[src/clk_postscale_defines.svh]
// register offsets, field positions and timing constants for the postscaler block
`ifndef CLK_POSTSCALE_DEFINES_SVH
`define CLK_POSTSCALE_DEFINES_SVH
// ==========================================
// register map (index, byte address = 4 x index)
`define IDX_PLL_DIVIDE_CONFIG 4'h1
`define IDX_CLOCK_CTRL 4'h0
`define IDX_CLOCK_STATUS 4'h2
`define ADDR_PLL_DIVIDE_CONFIG 6'h04
`define ADDR_CLOCK_CTRL 6'h00
`define ADDR_CLOCK_STATUS 6'h08
// ==========================================
// field positions
`define TRIP_HI 15
`define TRIP_LO 12
`define PDIV_HI 11
`define PDIV_LO 8
`define SRC_HI 1
`define SRC_LO 0
`define LOST_BIT 13
// ==========================================
// reset values and encodings
`define DIVCFG_RESET 8'h00
`define SRC_RESET 2'h1
`define SRC_MASTER 2'h1
`define SRC_PLL 2'h2
// ==========================================
// loss of reference timing and bus response codes
`define LOSS_REF_PERIODS 10
`define PLL_MULT 24
`define RESP_OKAY 2'h0
`define RESP_SLVERR 2'h2
`endif

[src/clk_postscale_pkg.sv]
// types shared by the postscaler block
package clk_postscale_pkg;
    // core clock source select encoding
    typedef enum logic [1:0] {
        src_rsvd0 = 2'b00,
        src_master = 2'b01,
        src_pll = 2'b10,
        src_rsvd3 = 2'b11
    } clk_src_t;
    // divide configuration fields
    typedef struct packed {
        logic [3:0] loss_ref_trip_point;
        logic [3:0] postscale_divide;
    } div_cfg_t;
endpackage

[src/clock_postscaler_loss_ref_trip.sv]
// clock postscaler and loss of reference detector with axi4-lite registers
//
// The implementer's own choice: the AXI4-Lite slave port.
`timescale 1ns/1ns
`include "clk_postscale_defines.svh"
// ==========================================
// Summary of operation
// - trip point field in bits fifteen to twelve
// - lost after (trip+1)*10 ref periods over half-multiplier
// - multiplier fixed at twenty-four, divisor twelve
// - postscale divide field in bits eleven to eight
// - postscaler input follows core clock source select
// - codes zero to seven give powers, else 256
// - postscaler output never glitches or runts
// - divide changes accepted while clock runs
// - low byte reserved, reads zero, writes ignored
// - source select 01 master, 10 pll, others reserved
// - lost flag set by hardware, write one clears
// ==========================================
// operating notes
// - clock sources arrive as one-cycle tick enables on aclk
// - core_clk_en pulses once per postscaled core period
// - core_clk_level low in first half, high in second half
// - with divide by one the level stays low, enable follows ticks
// - a new divide code waits for the running period to end
// - so a long old period delays the new ratio by up to 256 ticks
// - if the chosen source stops, a pending ratio stays pending
// - codes with the top bit set give 256 ticks per period
// - the postscaler counter is eight bits wide
// - loss counter runs on pll ticks only, cleared by reference edges
// - counter saturates at its limit, so the flag keeps setting
// - the flag cannot be cleared while the reference is still gone
// - a set in the same cycle as a write-one clear wins
// - reset leaves divide by one, trip zero and master selected
// - reset clears the flag and the postscaler counter
// - register map: control at 0x00, divide at 0x04, status at 0x08
// - other addresses answer slverr and read as zero
// - only bits 15 to 8 of the divide word are kept
// - the low byte always reads back as zero
// - status shows the flag at bit 13, the source in bits 1 to 0
// - source writes of reserved codes leave the selection unchanged
// - lane 1 strobe gates divide and flag bytes, lane 0 the source
// - one write and one read may be outstanding at a time
// - write address and data are taken in either order
// - bvalid rises one cycle after the later of the two is held
// - rvalid rises the cycle after the read address is taken
module clock_postscaler_loss_ref_trip
    import clk_postscale_pkg::*;
#(
    parameter int MULT = `PLL_MULT
) (
    // clock and reset
    input wire logic aclk,
    input wire logic aresetn,
    // axi4-lite write address and data
    input wire logic [5:0] s_axi_awaddr,
    input wire logic s_axi_awvalid,
    output logic s_axi_awready,
    input wire logic [31:0] s_axi_wdata,
    input wire logic [3:0] s_axi_wstrb,
    input wire logic s_axi_wvalid,
    output logic s_axi_wready,
    // axi4-lite write response
    output logic [1:0] s_axi_bresp,
    output logic s_axi_bvalid,
    input wire logic s_axi_bready,
    // axi4-lite read
    input wire logic [5:0] s_axi_araddr,
    input wire logic s_axi_arvalid,
    output logic s_axi_arready,
    output logic [31:0] s_axi_rdata,
    output logic [1:0] s_axi_rresp,
    output logic s_axi_rvalid,
    input wire logic s_axi_rready,
    // clock sources, taken as enables synchronous to aclk
    input wire logic master_clk_tick,
    input wire logic pll_clk_tick,
    input wire logic ref_clk_edge,
    // outputs
    output logic core_clk_en,
    output logic core_clk_level,
    output logic lost_reference_flag
);
    // ==========================================
    // elaboration checks
    initial begin
        if (MULT < 2 || (MULT % 2) != 0) begin
            $error("multiplier must be even and at least two");
        end
    end

    localparam int HALF_MULT = MULT / 2;
    localparam int LIMIT_MAX = 16 * `LOSS_REF_PERIODS * HALF_MULT;
    localparam int CW = $clog2(LIMIT_MAX + 1);

    // loss counter must stay a sane width
    initial begin
        if (CW < 1 || CW > 16) begin
            $error("loss counter width out of range");
        end
    end

    // ==========================================
    // registers
    div_cfg_t cfg_reg;
    clk_src_t src_reg;
    logic lost_reg;
    logic [7:0] pcnt_reg;
    logic [7:0] active_mask_reg;
    logic out_level_reg;
    logic [CW-1:0] lcnt_reg;
    logic have_aw_reg, have_w_reg, bvalid_reg, rvalid_reg;
    logic [5:0] awaddr_reg;
    logic [31:0] wdata_reg, rdata_reg;
    logic [3:0] wstrb_reg;
    logic [1:0] bresp_reg, rresp_reg;

    // ==========================================
    // write channel decode
    wire aw_take = s_axi_awvalid && !have_aw_reg && !bvalid_reg;
    wire w_take = s_axi_wvalid && !have_w_reg && !bvalid_reg;
    wire wr_go = have_aw_reg && have_w_reg && !bvalid_reg;
    wire wr_div = wr_go && awaddr_reg == `ADDR_PLL_DIVIDE_CONFIG;
    wire wr_ctl = wr_go && awaddr_reg == `ADDR_CLOCK_CTRL;
    wire wr_sta = wr_go && awaddr_reg == `ADDR_CLOCK_STATUS;
    wire wr_ok = wr_div || wr_ctl || wr_sta;
    // strobe lanes
    wire lane1 = wstrb_reg[1];
    wire lane0 = wstrb_reg[0];
    // reserved low byte never stored
    wire [7:0] div_hi_next = lane1 ? wdata_reg[`TRIP_HI:`PDIV_LO] : cfg_reg;
    // source select checks
    wire [1:0] src_wr = wdata_reg[`SRC_HI:`SRC_LO];
    wire src_ok = src_wr == `SRC_MASTER || src_wr == `SRC_PLL;
    wire lost_clr = wr_sta && lane1 && wdata_reg[`LOST_BIT];

    // write address and data capture, either order
    always_ff @(posedge aclk) begin
        if (!aresetn) begin
            have_aw_reg <= 1'b0;
            have_w_reg <= 1'b0;
            awaddr_reg <= 6'h00;
            wdata_reg <= 32'h0000_0000;
            wstrb_reg <= 4'h0;
        end else begin
            if (aw_take) begin
                have_aw_reg <= 1'b1;
                awaddr_reg <= {s_axi_awaddr[5:2], 2'b00};
            end else if (wr_go) begin
                have_aw_reg <= 1'b0;
            end
            if (w_take) begin
                have_w_reg <= 1'b1;
                wdata_reg <= s_axi_wdata;
                wstrb_reg <= s_axi_wstrb;
            end else if (wr_go) begin
                have_w_reg <= 1'b0;
            end
        end
    end

    // write response
    always_ff @(posedge aclk) begin
        if (!aresetn) begin
            bvalid_reg <= 1'b0;
            bresp_reg <= `RESP_OKAY;
        end else if (wr_go) begin
            bvalid_reg <= 1'b1;
            bresp_reg <= wr_ok ? `RESP_OKAY : `RESP_SLVERR;
        end else if (s_axi_bready) begin
            bvalid_reg <= 1'b0;
        end
    end

    // configuration registers
    always_ff @(posedge aclk) begin
        if (!aresetn) begin
            cfg_reg <= `DIVCFG_RESET;
            src_reg <= src_master;
        end else begin
            if (wr_div) begin
                cfg_reg <= div_hi_next;
            end
            if (wr_ctl && lane0 && src_ok) begin
                src_reg <= clk_src_t'(src_wr);
            end
        end
    end

    // ==========================================
    // read channel
    wire rd_take = s_axi_arvalid && !rvalid_reg;
    wire [5:0] raddr = {s_axi_araddr[5:2], 2'b00};
    wire [31:0] rd_div = {16'h0000, cfg_reg, 8'h00};
    wire [31:0] rd_ctl = {30'h0, src_reg};
    wire [31:0] rd_sta = {18'h0, lost_reg, 11'h0, src_reg};
    wire rd_hit_div = raddr == `ADDR_PLL_DIVIDE_CONFIG;
    wire rd_hit_ctl = raddr == `ADDR_CLOCK_CTRL;
    wire rd_hit_sta = raddr == `ADDR_CLOCK_STATUS;
    wire rd_ok = rd_hit_div || rd_hit_ctl || rd_hit_sta;
    wire [31:0] rd_mux = rd_hit_div ? rd_div : rd_hit_ctl ? rd_ctl : rd_hit_sta ? rd_sta : 32'h0;

    // read data capture
    always_ff @(posedge aclk) begin
        if (!aresetn) begin
            rvalid_reg <= 1'b0;
            rdata_reg <= 32'h0000_0000;
            rresp_reg <= `RESP_OKAY;
        end else if (rd_take) begin
            rvalid_reg <= 1'b1;
            rdata_reg <= rd_mux;
            rresp_reg <= rd_ok ? `RESP_OKAY : `RESP_SLVERR;
        end else if (s_axi_rready) begin
            rvalid_reg <= 1'b0;
        end
    end

    // ==========================================
    // postscaler
    wire src_tick = (src_reg == src_pll) ? pll_clk_tick : master_clk_tick;
    // divide code to full-period mask: 2^code ticks per period, 256 for codes eight and up
    logic [7:0] code_mask;
    always_comb begin
        code_mask = 8'h00;
        if (cfg_reg.postscale_divide[3]) begin
            code_mask = 8'hff;
        end else begin
            code_mask = 8'(({8'h00, 8'h01} << cfg_reg.postscale_divide[2:0]) - 16'h1);
        end
    end
    wire period_end = src_tick && ((pcnt_reg & active_mask_reg) == active_mask_reg);
    wire bypass = active_mask_reg == 8'h00;

    // period counter, ratio swaps only at a full period end
    always_ff @(posedge aclk) begin
        if (!aresetn) begin
            pcnt_reg <= 8'h00;
            active_mask_reg <= 8'h00;
            out_level_reg <= 1'b0;
        end else if (period_end) begin
            pcnt_reg <= 8'h00;
            active_mask_reg <= code_mask;
            out_level_reg <= 1'b0;
        end else if (src_tick) begin
            pcnt_reg <= pcnt_reg + 8'h01;
            if (pcnt_reg == (active_mask_reg >> 1)) begin
                out_level_reg <= 1'b1; // second half of period
            end
        end
    end
    assign core_clk_en = bypass ? src_tick : period_end;
    assign core_clk_level = out_level_reg;

    // ==========================================
    // loss of reference detector
    // limit = (trip+1)*10*(MULT/2) pll ticks, equal to the ref-period form
    wire [CW-1:0] lim = CW'((int'(cfg_reg.loss_ref_trip_point) + 1)
        * `LOSS_REF_PERIODS * HALF_MULT);
    wire lost_hit = lcnt_reg >= lim;

    // count pll ticks since last reference edge
    always_ff @(posedge aclk) begin
        if (!aresetn) begin
            lcnt_reg <= '0;
        end else if (ref_clk_edge) begin
            lcnt_reg <= '0;
        end else if (pll_clk_tick && !lost_hit) begin
            lcnt_reg <= lcnt_reg + CW'(1);
        end
    end

    // sticky flag, set wins over clear
    always_ff @(posedge aclk) begin
        if (!aresetn) begin
            lost_reg <= 1'b0;
        end else if (lost_hit) begin
            lost_reg <= 1'b1;
        end else if (lost_clr) begin
            lost_reg <= 1'b0;
        end
    end
    assign lost_reference_flag = lost_reg;

    // ==========================================
    // bus outputs
    // write side ready while nothing held and no answer waits
    assign s_axi_awready = !have_aw_reg && !bvalid_reg;
    assign s_axi_wready = !have_w_reg && !bvalid_reg;
    // write answer
    assign s_axi_bvalid = bvalid_reg;
    assign s_axi_bresp = bresp_reg;
    // read side ready while no answer waits
    assign s_axi_arready = !rvalid_reg;
    // read answer
    assign s_axi_rvalid = rvalid_reg;
    assign s_axi_rdata = rdata_reg;
    assign s_axi_rresp = rresp_reg;
endmodule

[config.mk]
export PLATFORM = sky130hd
export DESIGN_NAME = clock_postscaler_loss_ref_trip
export DESIGN_NICKNAME = d
export VERILOG_FILES = /design/src/clk_postscale_pkg.sv /design/src/clock_postscaler_loss_ref_trip.sv
export VERILOG_INCLUDE_DIRS = /design/src
export SDC_FILE = /design/constraint.sdc
export NUM_CORES = 1
export LEC_CHECK = 0
export ABC_AREA = 1
export BUFFER_PORTS_ARGS = -buffer_cell sky130_fd_sc_hd__buf_2
export CAP_MARGIN = 20
export CORE_ASPECT_RATIO = 0.5
export CORE_MARGIN = 4
export CORE_UTILIZATION = 47
export CTS_CLUSTER_DIAMETER = 200
export DETAILED_ROUTE_END_ITERATION = 6
export GPL_ROUTABILITY_DRIVEN = 1
export GPL_TIMING_DRIVEN = 0
export HOLD_SLACK_MARGIN = 0.05
export PLACE_DENSITY = 0.72
export SLEW_MARGIN = 20
export SYNTH_ARGS = -nofsm -noshare
export SYNTH_HDL_FRONTEND = slang
export SYNTH_SLANG_ARGS = --single-unit
[constraint.sdc]
create_clock -name aclk -period 10.92 [get_ports aclk]
set_clock_uncertainty 0.2 [all_clocks]
set_input_delay 0.546 -clock aclk [delete_from_list [all_inputs] [get_ports aclk]]
set_output_delay 0.546 -clock aclk [all_outputs]
set_load 0.02 [all_outputs]
==> results.txt <==
* Status: finished clean
- Counting every sink on the clock net gives 71.
* Clock buffer count from CTS: 9
- Among all flip-flop cells after synthesis, the most frequent one is sky130_fd_sc_hd__dfxtp_1.
- DRT antenna net count: 0
* Clock insertion delay at the later pin of the skew report: 0.34 ns
- Buffer levels on the longest clock path: 2
- Input/output buffers: 48
* Sequential fraction of design power: 0.412
- The die is 73.1 um tall.
- The detailed router placed 3,664 vias in this run.
* Worst min path class: reg -> reg
- Detailed-router iteration count before antenna repair: 4
- After clock tree synthesis, the clock-pin slew on the worst setup and hold paths is 0.06 ns.
- For this design, the slowest cell found on the critical path is sky130_fd_sc_hd__fa_1.
- The floorplan has 23 rows.
* Slack of the critical path: 6.57 ns
- Hold is met by 0.247 ns.
- Peak ir drop on the vdd network: 0.0737 mV
- Worst Setup End Kind: flop
- Number of distinct library cells after synthesis: 37
- After detailed routing, the average wire length per cell comes to 11.8 um.
* Most numerous cell types in the synthesized netlist: sky130_fd_sc_hd__nand2_1 (114), sky130_fd_sc_hd__dfxtp_1 (71), sky130_fd_sc_hd__inv_1 (70), sky130_fd_sc_hd__nor2_1 (67), sky130_fd_sc_hd__a21oi_1 (49)
- Setup repair after global routing missed its margin: no
* Part of the cycle the worst path needs: 0.398
- Internal power comes to 0.000504 W.
* Worst setup slack after placement: 6.57 ns
* DPL Wire Length: 6870 um
- From synthesis to final layout, the design area changed by 19.6%.
- Adding up every negative setup slack in the final design gives 0 ns.
- Dividing the detail-routed via count by the number of cells gives 4.78.
* Number of diodes: 0
* Number of setup buffers added after CTS: 0
- The layout has 756 filler cells.
- Total overflow reported by the global router: 0
- CP Class: reg -> reg
- Period minus WS final: 4.35 ns
- TritonCTS clock tree: done
* Syn Std Cell Area: 3980 um^2
- Net Switching: 0.000177 W
- Leakage power of the design: 2.32 nW
- The Yosys step of the flow raised 0 warnings.
* Initial DRC count: 274
- Of the total power, the share spent switching nets is 0.260.
* Highest clock frequency the design can meet: 230 MHz
- By area the synthesized netlist is led by sky130_fd_sc_hd__dfxtp_1 (36%), sky130_fd_sc_hd__nand2_1 (11%), sky130_fd_sc_hd__inv_1 (6.6%).
- Max-slew violation count: 0
- Maximum fanout along the worst path: 6
- The number of hold buffers added after CTS was 0.
- For this run, asynchronously set or reset flops after synthesis account for 0.
- Reg2Reg Setup Slack: 6.57 ns
* Required time of the worst setup path: 10.98 ns
- Counting both buffers and inverters, the worst setup path holds a total of 7.
* Critical path's top delay family: adder cells
- Critical Path AT: 4.41 ns
* Area share of the largest cell type after synthesis: 0.357
* Flop and latch count out of synthesis: 71
- Portion of total power attributed to the clock network: 0.457
- Synthesis produced a netlist whose cell count is 567.
- The congestion estimate from routability-driven global placement came to 0.826.
* I/O pin cnt: 102
- Wires add up to 9030 um.
- After detailed routing, the number of remaining DRC violations is 0.
- The first global-routing pass estimated 15,200 um of wire.
- Effective utilization at floorplan: 0.491
- At the end of the flow the core is filled with cells to 0.587.
- The register with the most flip-flops in the layout has 11 of them.
- EDFF count, synth: 0
- Cell with the most instances after synthesis: sky130_fd_sc_hd__nand2_1
- The die covers 10,100 um^2.
- In this run, post-CTS repair resized a total of 0 instances.
- Net count of the finished layout: 727
* Crit path largest cell delay: 0.47 ns
- The number of antenna violations at the first check in global routing came to 0.
- For this run, the total global-route usage over all layers was measured as 0.187.
* Avg Synthesized Cell Area: 7.03 um^2
- Clock tree synthesis selected as its root buffer the cell sky130_fd_sc_hd__clkbuf_16.
* Horizontal die dimension: 138 um
- The via count of the first global-routing pass was 3,361.
- Kind of start point of the critical path: flop
* Number of violations of the max-capacitance limit: 0
- Core ar.: 8120 um^2
- Proportion of layout cells with a drive suffix above 1: 0.171
* Power Dens Cells: 143 nW/um^2
- Cell type with the largest total area after synthesis: sky130_fd_sc_hd__dfxtp_1
- Maximum number of pins on one net before global-route repair: 13
- Setup violations remaining at the end of the flow were counted as 0.
- Deepest level of the CTS H-tree: 3
- Post-synthesis sequential area ratio: 0.357
- Final count of hold timing violations: 0
- Combinational share of power: 0.131
metal layers:
metal	part of all wire	track usage	wire, um
met2	0.49	0.326	4390
met4	0.014	0.0581	129
met3	0.050	0.0648	455
met5	0	0	0
met1	0.45	0.221	4050
cell usage in the layout, fill, tap and decap left out, drive strengths merged, types with 8 or more instances in the layout:
cell type  Yosys  layout
clkbuf         9      19
nand4         10      10
o21ai         44      44
ha            19      19
a21oi         49      49
conb           1      24
xor2          11      11
inv           73      73
buf           30      78
dfxtp         71      71
nand3         37      37
nand2        116     116
nor2          70      70
xnor2          8       8
final timing paths:
| path | to | depth (start not counted) | from |
|---|---|---|---|
| max | lcnt_reg[1]$_SDFFE_PP0P_ | 25 | cfg_reg[4]$_SDFFE_PN0P_ |
| min | awaddr_reg[4]$_SDFFE_PN0P_ | 2 | awaddr_reg[4]$_SDFFE_PN0P_ |
| max reg2reg | lcnt_reg[1]$_SDFFE_PP0P_ | 25 | cfg_reg[4]$_SDFFE_PN0P_ |
| min reg2reg | awaddr_reg[4]$_SDFFE_PN0P_ | 2 | awaddr_reg[4]$_SDFFE_PN0P_ |
logic make-up (layout without fill, tap and decap cells):
kind of cell             Yosys count  after routing  share of synthesized area
adder cells (fa/ha/maj)           20             20                     0.0647
flip-flops                        71             71                      0.357
XOR/XNOR                          19             19                     0.0418
other                              1             24                   0.000941
AO/OA/AOI/OAI                    100            100                      0.130
buffers and inverters            113            177                      0.135
AND/OR/NAND/NOR                  243            243                      0.271
cell type report:
| class | count | area, um^2 | area share |
|---|---|---|---|
| buffer | 39 | 260 | 0.0546 |
| clock buffer | 10 | 229 | 0.0481 |
| clock inverter | 6 | 85.1 | 0.0179 |
| inverter | 74 | 278 | 0.0583 |
| multi-input combinational | 406 | 2110 | 0.443 |
| sequential | 71 | 1420 | 0.298 |
| tap | 112 | 140 | 0.0294 |
| timing repair buffer | 48 | 240 | 0.0504 |
stage by stage:
step | cells | total power, W | cell area (um^2)
global route | 766 | 0.000709 | 4760
floorplan | 590 | 0.000351 | 4070
detailed placement | 750 | 0.000375 | 4450
finish | 766 | 0.000681 | 4760
CTS | 766 | 0.000686 | 4760
global placement | 750 | 0.000374 | 4450
power by group through the flow:
stage / clock [W] / combinational [W] / sequential (W)
after floorplan: 0 / 0.0000614 / 0.000290
after global placement: 0 / 0.0000879 / 0.000286
after detailed placement: 0 / 0.0000889 / 0.000286
after CTS: 0.000316 / 0.0000894 / 0.000281
after global routing: 0.000327 / 0.000100 / 0.000282
final: 0.000311 / 0.0000890 / 0.000281
tightest hold or removal path, stage by stage (launching register included):
cell,delay [ns]
sky130_fd_sc_hd__dfxtp_1,0.30
sky130_fd_sc_hd__inv_1,0.05
sky130_fd_sc_hd__a21oi_1,0.05
Note: power is estimated with default switching activity, not from simulation.
